===== config.mk =====
export PLATFORM = sky130hd
export DESIGN_NAME = lcdr_regs
export DESIGN_NICKNAME = d
export VERILOG_FILES = /design/src/design/lcdr_pkg.sv /design/src/design/lcdr_regs.sv
export VERILOG_INCLUDE_DIRS = /design/src /design/src/design
export SDC_FILE = /design/constraint.sdc
export NUM_CORES = 1
export LEC_CHECK = 0
export ABC_AREA = 1
export BUFFER_PORTS_ARGS = -buffer_cell sky130_fd_sc_hd__buf_2
export CAP_MARGIN = 20
export CORE_ASPECT_RATIO = 0.75
export CORE_MARGIN = 1
export CORE_UTILIZATION = 55
export CTS_BUF_LIST = sky130_fd_sc_hd__clkbuf_8 sky130_fd_sc_hd__clkbuf_16
export CTS_CLUSTER_SIZE = 28
export DETAILED_ROUTE_END_ITERATION = 16
export GPL_ROUTABILITY_DRIVEN = 0
export MAX_ROUTING_LAYER = met4
export PLACE_DENSITY_LB_ADDON = 0.08
export SLEW_MARGIN = 40
export SYNTH_ARGS = -nofsm -noshare
export SYNTH_HDL_FRONTEND = slang
export SYNTH_SLANG_ARGS = --single-unit

===== constraint.sdc =====
create_clock -name clk -period 2.53 [get_ports clk]
set_input_delay 0.1265 -clock clk [delete_from_list [all_inputs] [get_ports clk]]
set_output_delay 0.1265 -clock clk [all_outputs]
set_load 0.005 [all_outputs]

===== src/design/lcdr_map.svh =====
`ifndef LCDR_MAP_SVH
`define LCDR_MAP_SVH

// Register offsets
`define LCDR_TEST_REGISTER 6'h00
`define LCDR_IDENTITY_VERSION 6'h01
`define LCDR_INPUT_FORMAT_CONTROL 6'h02
`define LCDR_POWER_OUTPUT_CONTROL 6'h03
`define LCDR_PUMP_REVERSE_CONTROL 6'h04
`define LCDR_HORIZONTAL_START 6'h05
`define LCDR_VERTICAL_START 6'h06
`define LCDR_SHIFT_CLOCK_HIGH_WIDTH 6'h07
`define LCDR_ENABLE_LOW_WIDTH 6'h0a
`define LCDR_RED_CONTRAST_GAIN 6'h0b
`define LCDR_BLUE_CONTRAST_GAIN 6'h0d
`define LCDR_RED_BRIGHTNESS_OFFSET 6'h0e
`define LCDR_BLUE_BRIGHTNESS_OFFSET 6'h10
`define LCDR_GAMMA_HIGH_BITS_A 6'h11
`define LCDR_GAMMA_HIGH_BITS_B 6'h12
`define LCDR_GAMMA_HIGH_BITS_C 6'h13
`define LCDR_GAMMA_POINT0_LOW 6'h14
`define LCDR_LAST_REG 6'h14
`define LCDR_NUM_REGS 21

// Reset values
`define LCDR_RST_TEST 8'h00
`define LCDR_RST_FORMAT 8'h07
`define LCDR_RST_POWER 8'h5f
`define LCDR_RST_PUMP 8'h17
`define LCDR_RST_HSTART 8'h20
`define LCDR_RST_VSTART 8'h08
`define LCDR_RST_TIMING 8'h20
`define LCDR_RST_GAIN 8'h20
`define LCDR_RST_OFFSET 8'h10
`define LCDR_RST_GAMMA_A 8'h00
`define LCDR_RST_GAMMA_B 8'h5b
`define LCDR_RST_GAMMA_C 8'hff
`define LCDR_RST_GAMMA_LOW 8'h00

// Writable bit masks
`define LCDR_MASK_FULL 8'hff
`define LCDR_MASK_PUMP 8'h3f
`define LCDR_MASK_SIX 8'h3f
`define LCDR_MASK_FOUR 8'h0f

// Field positions
`define LCDR_FMT_LATCH_BIT 3
`define LCDR_FMT_RES_HI 2
`define LCDR_PWR_SOFT_BIT 7
`define LCDR_PWR_PRECHARGE_BIT 6
`define LCDR_PWR_DRIVE_HI 5
`define LCDR_PWR_DRIVE_LO 4
`define LCDR_PWR_PWM_BIT 3
`define LCDR_PWR_VGL_BIT 2
`define LCDR_PWR_CPCLK_BIT 1
`define LCDR_PWR_NORMAL_BIT 0

// Serial frame layout
`define LCDR_FRAME_ADDR_BITS 6
`define LCDR_FRAME_RW_POS 5'h06
`define LCDR_FRAME_DATA_POS 5'h08
`define LCDR_FRAME_LAST 5'h0f
`define LCDR_FRAME_BITS 5'h10

`endif


===== src/design/lcdr_pkg.sv =====
package lcdr_pkg;

  typedef logic [7:0] lcdr_byte_t;

  typedef struct packed {
    lcdr_byte_t [20:0] regs;
    logic [1:0] cs_s;
    logic [1:0] scl_s;
    logic [1:0] sda_s;
    logic scl_d;
    logic [2:0] res_a;
    logic [2:0] res_b;
    logic [1:0] stby_s;
    logic [4:0] cnt;
    logic [5:0] addr;
    logic rw;
    logic [7:0] shift;
    logic sda_o;
    logic sda_oe;
    logic [2:0] res_eff;
    logic standby;
    logic latch_rise;
    logic pwm_on;
    logic precharge_on;
    logic [1:0] drive;
    logic vgl_on;
    logic cpclk_on;
    logic cpclk1_high;
    logic cpclk_low;
  } lcdr_state_t;

endpackage


===== src/design/lcdr_regs.sv =====
`timescale 1ns/100ps
`include "lcdr_map.svh"

module lcdr_regs
  import lcdr_pkg::*;
#(
  parameter logic [3:0] IDENTITY_VERSION = 4'h3,  // Arbitrary value
  parameter logic [3:0] CHIP_REV = 4'h5  // Arbitrary value
) (
  input wire logic clk,
  input wire logic nrst,
  input wire logic spi_clk,
  input wire logic serial_chip_select_n,
  input wire logic spi_data_in,
  output logic spi_data_out,
  output logic spi_data_oe,
  input wire logic [2:0] resolution_pins,
  input wire logic standby_pin_n,
  output logic [2:0] resolution,
  output logic standby,
  output logic pixel_latch_rising,
  output logic pwm_enable,
  output logic pre_charge_enable,
  output logic [1:0] drive_strength,
  output logic gate_low_voltage_pump_enable,
  output logic charge_pump_clock_out_enable,
  output logic charge_pump_clock1_high,
  output logic charge_pump_clock_low,
  output logic [167:0] config_image
);

  lcdr_state_t state_reg;
  lcdr_state_t state_next;

  // Bits that software may change per register
  function automatic lcdr_byte_t write_mask(input logic [5:0] a);
    lcdr_byte_t m;
    m = 8'h00;
    if (a == `LCDR_IDENTITY_VERSION) begin
      m = 8'h00;
    end else if (a == `LCDR_PUMP_REVERSE_CONTROL) begin
      m = `LCDR_MASK_PUMP;
    end else if (a == `LCDR_VERTICAL_START) begin
      m = `LCDR_MASK_FOUR;
    end else if (a >= `LCDR_HORIZONTAL_START && a <= `LCDR_BLUE_BRIGHTNESS_OFFSET) begin
      m = `LCDR_MASK_SIX;
    end else if (a <= `LCDR_LAST_REG) begin
      m = `LCDR_MASK_FULL;
    end
    return m;
  endfunction

  // Reset value per register
  function automatic lcdr_byte_t reset_value(input int i);
    lcdr_byte_t v;
    v = 8'h00;
    if (i == int'(`LCDR_INPUT_FORMAT_CONTROL)) begin
      v = `LCDR_RST_FORMAT;
    end else if (i == int'(`LCDR_POWER_OUTPUT_CONTROL)) begin
      v = `LCDR_RST_POWER;
    end else if (i == int'(`LCDR_PUMP_REVERSE_CONTROL)) begin
      v = `LCDR_RST_PUMP;
    end else if (i == int'(`LCDR_HORIZONTAL_START)) begin
      v = `LCDR_RST_HSTART;
    end else if (i == int'(`LCDR_VERTICAL_START)) begin
      v = `LCDR_RST_VSTART;
    end else if (i >= int'(`LCDR_SHIFT_CLOCK_HIGH_WIDTH) && i <= int'(`LCDR_ENABLE_LOW_WIDTH)) begin
      v = `LCDR_RST_TIMING;
    end else if (i >= int'(`LCDR_RED_CONTRAST_GAIN) && i <= int'(`LCDR_BLUE_CONTRAST_GAIN)) begin
      v = `LCDR_RST_GAIN;
    end else if (i >= int'(`LCDR_RED_BRIGHTNESS_OFFSET) && i <= int'(`LCDR_BLUE_BRIGHTNESS_OFFSET)) begin
      v = `LCDR_RST_OFFSET;
    end else if (i == int'(`LCDR_GAMMA_HIGH_BITS_A)) begin
      v = `LCDR_RST_GAMMA_A;
    end else if (i == int'(`LCDR_GAMMA_HIGH_BITS_B)) begin
      v = `LCDR_RST_GAMMA_B;
    end else if (i == int'(`LCDR_GAMMA_HIGH_BITS_C)) begin
      v = `LCDR_RST_GAMMA_C;
    end else if (i == int'(`LCDR_GAMMA_POINT0_LOW)) begin
      v = `LCDR_RST_GAMMA_LOW;
    end else begin
      v = `LCDR_RST_TEST;
    end
    return v;
  endfunction

  // Reset image of the whole state
  function automatic lcdr_state_t reset_state();
    lcdr_state_t s;
    s = '0;
    for (int i = 0; i < `LCDR_NUM_REGS; i++) begin
      s.regs[i] = reset_value(i);
    end
    s.regs[`LCDR_IDENTITY_VERSION] = 8'h00;
    s.cs_s = 2'h3;
    s.stby_s = 2'h3;
    s.res_a = 3'h7;
    s.res_b = 3'h7;
    s.res_eff = 3'h7;
    s.pwm_on = 1'b1;
    s.precharge_on = 1'b1;
    s.drive = 2'h1;
    s.vgl_on = 1'b1;
    s.cpclk_on = 1'b1;
    return s;
  endfunction

  // Constant reset image, so the async reset branch loads a constant only
  localparam lcdr_state_t RESET_STATE = reset_state();

  // Read data for a frame address
  function automatic lcdr_byte_t read_value(input lcdr_state_t s, input logic [5:0] a);
    lcdr_byte_t v;
    v = 8'h00;
    if (a == `LCDR_IDENTITY_VERSION) begin
      v = {IDENTITY_VERSION, CHIP_REV};
    end else if (a <= `LCDR_LAST_REG) begin
      v = s.regs[a[4:0]] & write_mask(a);
    end
    return v;
  endfunction

  logic scl_rise;
  logic scl_fall;
  logic cs_active;
  lcdr_byte_t rd_byte;
  lcdr_byte_t pwr;
  lcdr_byte_t fmt;
  logic soft_sel;
  logic stby_now;

  // Serial port engine and derived controls
  always_comb begin
    state_next = state_reg;
    // Two-stage synchronisers, first stage read only by second
    state_next.cs_s = {state_reg.cs_s[0], serial_chip_select_n};
    state_next.scl_s = {state_reg.scl_s[0], spi_clk};
    state_next.sda_s = {state_reg.sda_s[0], spi_data_in};
    state_next.res_a = resolution_pins;
    state_next.res_b = state_reg.res_a;
    state_next.stby_s = {state_reg.stby_s[0], standby_pin_n};
    state_next.scl_d = state_reg.scl_s[1];
    scl_rise = state_reg.scl_s[1] & ~state_reg.scl_d;
    scl_fall = ~state_reg.scl_s[1] & state_reg.scl_d;
    cs_active = ~state_reg.cs_s[1];
    rd_byte = read_value(state_reg, state_reg.addr);

    // Frame: 6 address bits, read flag, turnaround, 8 data bits, MSB first
    if (!cs_active) begin
      state_next.cnt = 5'h00;
      state_next.rw = 1'b0;
      state_next.sda_oe = 1'b0;
      state_next.sda_o = 1'b0;
    end else begin
      if (scl_rise && state_reg.cnt < `LCDR_FRAME_BITS) begin
        state_next.cnt = state_reg.cnt + 5'h01;
        if (state_reg.cnt < `LCDR_FRAME_RW_POS) begin
          state_next.addr = {state_reg.addr[4:0], state_reg.sda_s[1]};
        end else if (state_reg.cnt == `LCDR_FRAME_RW_POS) begin
          state_next.rw = state_reg.sda_s[1];
        end else if (state_reg.cnt >= `LCDR_FRAME_DATA_POS) begin
          state_next.shift = {state_reg.shift[6:0], state_reg.sda_s[1]};
        end
        // Host configuration writes land on the last data bit
        if (state_reg.cnt == `LCDR_FRAME_LAST && !state_reg.rw && state_reg.addr <= `LCDR_LAST_REG) begin
          state_next.regs[state_reg.addr[4:0]] =
            {state_reg.shift[6:0], state_reg.sda_s[1]} & write_mask(state_reg.addr);
        end
      end
      // Read data shifts out after each falling edge of the data phase
      if (scl_fall && state_reg.rw) begin
        if (state_reg.cnt >= `LCDR_FRAME_DATA_POS && state_reg.cnt <= `LCDR_FRAME_LAST) begin
          state_next.sda_oe = 1'b1;
          state_next.sda_o = rd_byte[3'(`LCDR_FRAME_LAST - state_reg.cnt)];
        end else begin
          state_next.sda_oe = 1'b0;
        end
      end
    end

    // Pin or register source for resolution and standby
    pwr = state_reg.regs[`LCDR_POWER_OUTPUT_CONTROL];
    fmt = state_reg.regs[`LCDR_INPUT_FORMAT_CONTROL];
    soft_sel = pwr[`LCDR_PWR_SOFT_BIT];
    if (soft_sel) begin
      state_next.res_eff = fmt[`LCDR_FMT_RES_HI:0];
      stby_now = ~pwr[`LCDR_PWR_NORMAL_BIT];
    end else begin
      state_next.res_eff = state_reg.res_b;
      stby_now = ~state_reg.stby_s[1];
    end
    state_next.standby = stby_now;
    state_next.latch_rise = fmt[`LCDR_FMT_LATCH_BIT];
    state_next.precharge_on = pwr[`LCDR_PWR_PRECHARGE_BIT];
    state_next.drive = pwr[`LCDR_PWR_DRIVE_HI:`LCDR_PWR_DRIVE_LO];

    // Standby overrides PWM and pump outputs
    state_next.pwm_on = pwr[`LCDR_PWR_PWM_BIT] & ~stby_now;
    state_next.vgl_on = pwr[`LCDR_PWR_VGL_BIT] & ~stby_now;
    state_next.cpclk_on = pwr[`LCDR_PWR_CPCLK_BIT] & ~stby_now;
    state_next.cpclk1_high = stby_now;
    state_next.cpclk_low = stby_now;
  end

  // State register
  always_ff @(posedge clk or negedge nrst) begin
    if (!nrst) begin
      state_reg <= RESET_STATE;
    end else begin
      state_reg <= state_next;
    end
  end

  // Outputs straight from the state flops
  assign spi_data_out = state_reg.sda_o;
  assign spi_data_oe = state_reg.sda_oe;
  assign resolution = state_reg.res_eff;
  assign standby = state_reg.standby;
  assign pixel_latch_rising = state_reg.latch_rise;
  assign pwm_enable = state_reg.pwm_on;
  assign pre_charge_enable = state_reg.precharge_on;
  assign drive_strength = state_reg.drive;
  assign gate_low_voltage_pump_enable = state_reg.vgl_on;
  assign charge_pump_clock_out_enable = state_reg.cpclk_on;
  assign charge_pump_clock1_high = state_reg.cpclk1_high;
  assign charge_pump_clock_low = state_reg.cpclk_low;
  assign config_image = state_reg.regs;

endmodule


# Word level (Yosys, flattened, before mapping)

Cells that the tools add are included.

Add/subtract/negate cells: 2
Order comparisons: 10
Eq/ne operators: 6
Mux-type cells: 36
Reductions and logical operators: 17
Bitwise logic cells: 15

Operators by type and width:

| kind                                                                                | number |
|---|---|
| 168-bit bitwise mux                                                                 | 1 |
| 8-bit 2-to-1 mux                                                                    | 19 |
| 8-bit binary-select mux with 5-bit select                                           | 1 |
| 8-bit demux with 5-bit select                                                       | 1 |
| 20-bit 2-to-1 mux                                                                   | 1 |
| 8-bit AND                                                                           | 2 |
| 6-bit by 3-bit equality test with 1-bit output, second input constant               | 2 |
| 6-bit by 5-bit <= comparator with 1-bit output, second input constant               | 2 |
| 9-bit 2-to-1 mux                                                                    | 1 |
| 3-bit AND reduction                                                                 | 3 |
| 1-bit inverter                                                                      | 8 |
| 2-bit nonzero test                                                                  | 4 |
| 1-bit logical AND                                                                   | 7 |
| 6-bit by 1-bit equality test with 1-bit output, second input constant               | 1 |
| 6-bit by 3-bit greater-or-equal comparator with 1-bit output, second input constant | 1 |
| 5-bit by 6-bit less-than comparator with 1-bit output, second input constant        | 1 |
| 1-bit 2-to-1 mux                                                                    | 6 |
| 6-bit 2-to-1 mux                                                                    | 1 |
| 5-bit by 1-bit adder with 5-bit output, second input constant                       | 1 |
| 1-bit AND                                                                           | 5 |
| 5-bit by 3-bit equality test with 1-bit output, second input constant               | 1 |
| 5-bit by 4-bit equality test with 1-bit output, second input constant               | 1 |
| 5-bit by 1-bit greater-or-equal comparator with 1-bit output, second input constant | 1 |
| 5-bit by 4-bit greater-or-equal comparator with 1-bit output, second input constant | 1 |
| 13 further kinds                                                                    | 14 |

Flip-flop bits (word level): 216
Word-level logic and storage cells: 128
Output and inout port bits: 183
Input bits: 9

# Depth between registers and ports, before layout

Gate-level depths: netlist of the first run.

Word-level depth: 15
Mapped depth: 20
Gate-level depth less buffers: 18

# Worst setup path after synthesis of the first run

Ideal clock, no wire load.

Path kind: register to register
From: register state_reg[31] in the netlist's numbering
To: register state_reg, in the netlist config_image[68]
Stages on the path, launching flop included: 12
Setup time: 0.130 ns
Buffers on the path: 2
Setup slack: 0.483 ns
Data required time: 2.400 ns
Data arrival time: 1.918 ns
Period minus slack after synthesis: 2.047 ns
Cell sequence: dfrtp_1 -> ha_1 -> nand2_1 -> nor2_1 -> ha_1 -> inv_1 -> nor4_4 -> buf_6 -> nand4_2 -> buf_2 -> nand2_1 -> o21ai_1

Cells in the longest elaborated chain, start to end: 4
Elaborated cells between the ends (all ways): 6
Classes of those cells: 1 x order compare; 1 x eq/ne; 4 x reduce/logical

Ends and longest elaborated chain:

| element                                                            | line             | text |
|---|---|---|
| start: declaration                                                 | lcdr_regs.sv:32  | `lcdr_state_t state_reg;` |
| start signal: assignment                                           | lcdr_regs.sv:210 | `state_reg <= state_next;` |
| branches (longest 3 deep; another with 5-bit less-than comparator) | n/a              |  |
| 3-bit AND reduction (no line) *                                    | n/a              |  |

Every way passes the cells marked *.
A chain may end at the register's enable or synchronous reset.

# Final worst setup path of the first run

From: register state_reg[28] in the netlist's numbering
To: register state_reg, in the netlist config_image[159]

Cells in the longest elaborated chain, start to end: 11
Elaborated cells between the ends (all ways): 24
Classes of those cells: 5 x order compare; 3 x eq/ne; 11 x mux; 1 x bitwise; 4 x reduce/logical

Ends and longest elaborated chain:

| element                                                                                                                                         | line             | text |
|---|---|---|
| 6-bit by 5-bit <= comparator with 1-bit output (no line) / 6-bit by 3-bit greater-or-equal comparator with 1-bit output (equally long branches) | n/a              |  |
| 8-bit 2-to-1 mux / 1-bit logical AND (equally long branches)                                                                                    | n/a              |  |
| 8-bit 2-to-1 mux                                                                                                                                | lcdr_regs.sv:45  | `` end else if (a >= `LCDR_HORIZONTAL_START && a <= `LCDR_BLUE_BRIGHTNESS_OFFSET) begin `` |
| 8-bit 2-to-1 mux                                                                                                                                | lcdr_regs.sv:43  | `` end else if (a == `LCDR_VERTICAL_START) begin `` |
| 8-bit 2-to-1 mux                                                                                                                                | lcdr_regs.sv:41  | `` end else if (a == `LCDR_PUMP_REVERSE_CONTROL) begin `` |
| 8-bit 2-to-1 mux                                                                                                                                | lcdr_regs.sv:39  | `` if (a == `LCDR_IDENTITY_VERSION) begin `` |
| 8-bit 2-to-1 mux                                                                                                                                | lcdr_regs.sv:165 | `` if (state_reg.cnt == `LCDR_FRAME_LAST && !state_reg.rw && state_reg.addr <= `LCDR_LAST_REG) begin `` |
| 8-bit 2-to-1 mux                                                                                                                                | lcdr_regs.sv:155 | `` if (scl_rise && state_reg.cnt < `LCDR_FRAME_BITS) begin `` |
| 8-bit 2-to-1 mux                                                                                                                                | lcdr_regs.sv:149 | `if (!cs_active) begin` |
| 8-bit AND                                                                                                                                       | lcdr_regs.sv:167 | `{state_reg.shift[6:0], state_reg.sda_s[1]} & write_mask(state_reg.addr);` |
| 168-bit bitwise mux                                                                                                                             | lcdr_regs.sv:166 | `state_next.regs[state_reg.addr[4:0]] =` |

Parallel ways exist; a longest one is shown, timed or not. The select of a mux whose other input is x is not followed.

==> results.txt, run 1 <==
Skew final: 15.1 ps
Sum Neg Setup Slack: 0 ps
Final net count: 1424
Max Cap Viol: 0
Total core area: 19700 um2
Number of synthesized flops with an enable pin: 0
Commonest non-fill, non-tap cell in the layout: nand2_1
Min cycle time layout: 2360 ps
Vias per cell: 5.24
Clk Latency, worst-skew pair: 510 ps
Die area: 20900 um2
Multi-input logic area: 3760 um2
#FFs+latches synth: 215
Most frequent cells in the layout: 530 x nand2_1, 190 x buf_2, 158 x dfrtp_1
# IOs: 192
PortBufs: 191
CP startpoint: state_reg[28]
CP Max Fanout: 16
DRC: 0
# diodes: 0
Die height: 126 um
Vias in the first global route: 7992
Syn_area_per_cell: 8.09 um2
First-iteration detailed-routing DRC count: 794
Hpwl dp: 20800 um
Reg clk slew, reported paths: 60 ps
Post-synthesis cell count: 1383
FF-to-FF path depth: 6
Fmax: 425 MHz
Worst Max-Slew Pin Slew: 545 ps
Die Width: 167 um
Syn Nets: 1395
Terminus of the critical flop-to-flop path: config_image[159]
H-tree levels: 1
RSZ-0062 raised after global routing: false
Library cells used by synthesis: 38
Seq/Total Area, Yosys: 48.7%
Worst reg2reg path startpoint: state_reg[28]
Clock sink count: 215
Synth Flop Type: dfrtp_1
Global-route wire length before repair: 46600 um
Pwr Density: 666 nW/um2
Pleak: 0.00644 uW
Async SR Flop Fraction: 100%
Rel. slew slack: 63.5%
Initial Util: 57.0%
Wirelength per Cell: 17.5 um
Finished Layout Cells: 1681
Fillers: 1761
Hold Fails Final Rpt: 0
Final setup viols: 0
Longest Clk Path Bufs: 3
Critical Path RT: 2950 ps
Share of cells above drive strength 1: 25.2%
GRT overflow: 0
Critical path class: flip-flop to flip-flop
Vias: 8808
Antenna violations before repair: 0
Status: finished, final reports clean
Num CTS Buffers: 22
Number of flip-flops in the largest register: 152
VDD IR max: 0.480 mV
Syn-to-layout area delta: 8.01%
First drt pass iteration count: 6
Crit. End Element: flip-flop
Hold Crit Class: input pin to async pin
Row Count: 44
Post-route ant nets: 0
Synth warn: 0
Startpoint Class: flip-flop
Routed WL: 29300 um
Worst Path Arrival: 2770 ps
Max Slew Vio Count: 0
Pin count of the biggest net entering global routing: 60
Post-synthesis cell area: 11200 um2
Inst Count DP: 1633
Gr usage total: 29.7%
CTS tree: yes
Final period utilization: 93.1%
R2R Setup Slk: 170 ps
FF/Latch Area: 5450 um2
Clk Tree Root Cell: clkbuf_16
## cell usage after synthesis, types with 3 or more instances
library cell    n  area share, %
dfstp_2        56             13
nand2_1       530             18
mux2_2          6           0.60
dfrtp_1       159             36
ha_1            3           0.34
o21ai_1        42            1.9
nand3_1        39            1.7
a21oi_1        20           0.89
buf_1          10           0.34
nor2_1         42            1.4
nand4_1        12           0.67
clkbuf_1       20           0.67
buf_4         176             12
inv_2           3           0.10
buf_6           4           0.40
inv_1         100            3.4
o21ai_0       101            4.5
nand4_4         7            1.3
buf_2          25            1.1
nor2_2          4           0.22
nand2_2         3           0.17
## critical path, cell delays in order (launching register included)
cell and delay [ps]:
dfrtp_1 630, inv_1 290, nor2_1 500, inv_1 160, nor2_4 220, nand2_2 210
o21ai_0 250
## timing repair
| item | 4_1_cts | 5_1_grt |
|---|---|---|
| hold buffers | 8 | 0 |
| setup endpoints to repair | 0 | 7 |
| endpoints found under the hold margin | 62 | 0 |
| setup buffers | 0 | 0 |
| resized for setup | 0 | 1 |
## metal layers
layer,track usage [%],wire [um],vias to the layer above,part of all wire (%)
met1,45.9,14300,4181,49
li1,-,-,4207,-
met2,40.7,12200,374,41
met4,7.35,648,0,2.2
met3,4.18,2240,46,7.6
met5,-,0,-,0
## cell families after synthesis
| group | share of synthesized area (%) |
|---|---|
| AO/OA/AOI/OAI | 7.78 |
| multiplexers | 0.693 |
| flip-flops | 48.7 |
| AND/OR/NAND/NOR | 24.6 |
| XOR/XNOR | 0.0783 |
| buffers and inverters | 17.8 |
| adder cells (fa/ha/maj) | 0.335 |
## cell type report
cell class / instances / share of cell area (%)
clock inverter: 8 / 0.486
inverter: 105 / 3.26
multi-input combinational: 828 / 31.1
timing repair buffer: 240 / 11.7
clock buffer: 32 / 5.78
tap: 253 / 2.62
sequential: 215 / 45.1
## power by group
group          internal [uW]  switching [uW]
registers               3490            48.1
clock network           2010            1330
logic                    319             860
total                   5810            2240
## metrics by stage
| stage | setup WS, ps | cell area [um2] | util (%) | hold WS, ps | total power, uW |
|---|---|---|---|---|---|
| 5_1_grt | 3.39 | 12100 | 61.5 | 186 | 8380 |
| 2_1_floorplan | 483 | 11200 | - | -169 | 4280 |
| 4_1_cts | 172 | 12100 | 61.5 | 182 | 8100 |
| 6_report | 175 | 12100 | 61.5 | 145 | 8060 |
| 3_5_place_dp | 220 | 11200 | 57.2 | 145 | 4750 |
| 3_3_place_gp | 286 | 11200 | 57.2 | 143 | 4740 |
## worst max path at each step
stage	end	cells after the start
2_1_floorplan	config_image[68]	11
3_3_place_gp	config_image[160]	9
3_5_place_dp	config_image[163]	9
4_1_cts	config_image[164]	9
5_1_grt	config_image[37]	11
6_report	config_image[159]	6
Note: power is estimated with default switching activity, not from simulation.
==> run 2: changes to the inputs <==
- ABC_AREA: 1 -> not set
- HOLD_SLACK_MARGIN: not set -> 0.08
==> run 2 against run 1 <==
Fmax down 1.2%; critical path type unchanged; largest power group unchanged; non-clock buffer count grew 17; die area is 4.4% lower; global-route usage shrank 1.1 points; first-iteration DRC count down 23%; largest cell class unchanged; sequential share of layout area is 1.3 points higher; wire length shrank 7.8%; clock skew hardly changed; critical endpoint is now config_image[142].
==> results.txt, run 2 <==
Status: finished, final reports clean
Critical Path RT: 2900 ps (-50 ps)
# IOs: 192 (unchanged)
Num CTS Buffers: 21 (-4.5%)
H-tree levels: 1 (unchanged)
Syn Nets: 970 (-30%)
Syn_area_per_cell: 11.2 um2 (+38%)
VDD IR max: 0.447 mV (-6.9%)
Row Count: 43 (-2.3%)
Share of cells above drive strength 1: 43.2% (+18 points)
Hold Crit Class: input pin to async pin
#FFs+latches synth: 215 (unchanged)
First-iteration detailed-routing DRC count: 614 (-23%)
R2R Setup Slk: 150 ps (-30 ps)
DRC: 0 (unchanged)
Final net count: 1028 (-28%)
Commonest non-fill, non-tap cell in the layout: buf_2
Longest Clk Path Bufs: 3 (unchanged)
Die height: 123 um (-2.2%)
Cell Area, Placed: 10900 um2 (-2.9%)
Critical path class: flip-flop to flip-flop
Synth warn: 0 (unchanged)
Rel. slew slack: 58.8% (-4.7 points)
Routed WL: 27100 um (-7.8%)
Async SR Flop Fraction: 100% (unchanged)
Post-synthesis cell area: 10700 um2 (-4.5%)
Final worst slack: 145 ps (-29.8 ps)
Vias: 7113 (-19%)
Worst Path Arrival: 2760 ps (about the same)
Post-synthesis cell count: 958 (-31%)
Hpwl dp: 19400 um (-6.6%)
Dpl ws: 88.7 ps (-131 ps)
CP Max Fanout: 8 (-8)
First drt pass iteration count: 5 (-1)
Sum Neg Setup Slack: 0 ps (unchanged)
Pleak: 0.00572 uW (-11%)
Reg clk slew, reported paths: 60 ps (about the same)
Wirelength per Cell: 21.2 um (+21%)
# diodes: 0 (unchanged)
Hold Fails Final Rpt: 0 (unchanged)
Library cells used by synthesis: 60 (+58%)
Worst Max-Slew Pin Slew: 614 ps (+69.1 ps)
CTS tree: yes
Pin count of the biggest net entering global routing: 69 (+15%)
Most frequent cells in the layout: 190 x buf_2, 157 x dfrtp_1, 131 x nand2_1
Fmax: 419 MHz (-1.2%)
Seq/Total Area, Yosys: 51.0% (+2.3 points)
Die area: 20000 um2 (-4.4%)
Initial Util: 57.0% (about the same)
Hold Worst Slack: 199 ps (+54.6 ps)
Clk Tree Root Cell: clkbuf_16
Vias per cell: 5.57 (+6.3%)
Number of synthesized flops with an enable pin: 0 (unchanged)
Final setup viols: 0 (unchanged)
Post-route ant nets: 0 (unchanged)
Ranking of synthesized cells by area: dfrtp_1 37%, dfstp_2 14%, buf_4 13%
Antenna violations before repair: 0 (unchanged)
GRT overflow: 0 (unchanged)
RSZ-0062 raised after global routing: false
Synth Flop Type: dfrtp_1
Number of flip-flops in the largest register: 152 (unchanged)
Dominant cell type by area after synthesis: dfrtp_1
Fillers: 1520 (-14%)
Max Slew Vio Count: 0 (unchanged)
Clk Latency, worst-skew pair: 500 ps (about the same)
Crit. End Element: flip-flop
Startpoint Class: flip-flop
Max Cap Viol: 0 (unchanged)
Final std cell area, no fill: 11700 um2 (-2.9%)
Die Width: 163 um (-2.2%)
Gr usage total: 28.6% (-1.1 points)
Commonest cells in the netlist: 180 x buf_4, 159 x dfrtp_1, 135 x nand2_1
Skew final: 14.8 ps (-0.295 ps)
Vias in the first global route: 6737 (-16%)
Global-route wire length before repair: 41300 um (-11%)
Final period utilization: 94.3% (+1.2 points)
Syn-to-layout area delta: 9.82%
Synth top area share: 37.2% (+1.7 points)
Clock sink count: 215 (unchanged)
Total core area: 18800 um2 (-4.5%)
Pwr Density: 698 nW/um2 (+4.8%)
Min cycle time layout: 2380 ps (+29.8 ps)
PortBufs: 191 (unchanged)
Count leader, synth: buf_4
[run 2: cell types whose count changed after synthesis, sizes merged, moves of 13 or more]
cell / before / now
inv: 103 / 9
a21oi: 20 / 7
nand4: 20 / 3
mux4: 0 / 31
and2: 0 / 39
o21ai: 144 / 108
nand3: 41 / 8
buf: 215 / 195
nor2: 49 / 22
nand2: 533 / 135
mux2: 6 / 59
nor2b: 0 / 19
[run 2: timing repair]
item / 4_1_cts / 5_1_grt
setup endpoints to repair: 0 / 69
hold endpoints to repair: 70 / 0
gates resized for setup: 0 / 7
hold buffers: 8 / 0
setup buffers: 0 / 1
[run 2: metrics by stage]
step | util (%) | total power, uW | std cells
2_1_floorplan | - | 4470 | 958
3_3_place_gp | 58.2 | 5030 | 1230
3_5_place_dp | 58.2 | 5030 | 1230
4_1_cts | 62.3 | 8190 | 1275
5_1_grt | 62.5 | 8500 | 1277
6_report | 62.5 | 8200 | 1277
[run 2: layout make-up]
type                    count  area, um2  area share [%]
clock buffers              26        594            5.06
flip-flops and latches    215       5450            46.4
inverters                   9       33.8           0.288
repair buffers            257       1560            13.3
clock inverters            11       95.1           0.810
multi-input cells         512       3700            31.5
well taps                 247        309            2.63
[run 2: critical path: stages (launching register included)]
cell	delay (ps)
dfrtp_1	360
ha_1	170
and3_1	150
ha_1	170
nor2b_2	200
nand2_1	100
nor3_4	210
nand3_2	160
nor3b_4	190
buf_4	210
mux2_2	350
[run 2: logic make-up (layout without fill, tap and decap cells)]
| family | after synthesis | count (layout) | synth area share, % |
|---|---|---|---|
| AOI/OAI and AO/OA | 154 | 154 | 8.51 |
| xor gates and xnor gates | 3 | 3 | 0.246 |
| adders and majority gates | 3 | 3 | 0.351 |
| buffers and inverters | 231 | 303 | 14.6 |
| DFF | 215 | 215 | 51.0 |
| muxes | 98 | 98 | 13.5 |
| and+or+nand+nor | 254 | 254 | 11.8 |
[run 2: path summary, 6_finish.rpt]
| path | startpoint | cells past startpoint | to |
|---|---|---|---|
| min in group clk | spi_data_in | 2 | state_next[45] |
| worst min register to register | state_next[45] | 0 | state_reg[45] |
| max in group asynchronous | nrst | 3 | config_image[154] |
| worst max-delay path | state_reg[31] | 10 | config_image[142] |
| worst min-delay path | nrst | 2 | config_image[11] |
| worst max register to register | state_reg[31] | 10 | config_image[142] |
[run 2: layer usage]
layer / global-route usage, % / vias up / part of all wire [%]
met1: 44.3 / 3576 / 49
met3: 5.98 / 33 / 7.5
met5: - / - / 0
met2: 38.8 / 279 / 43
li1: - / 3225 / -
met4: 4.79 / 0 / 1.4
[run 2: power by group]
group	total (uW)	internal [uW]	switching, uW
clock network	3140	1850	1290
logic	1450	591	858
registers	3600	3500	100
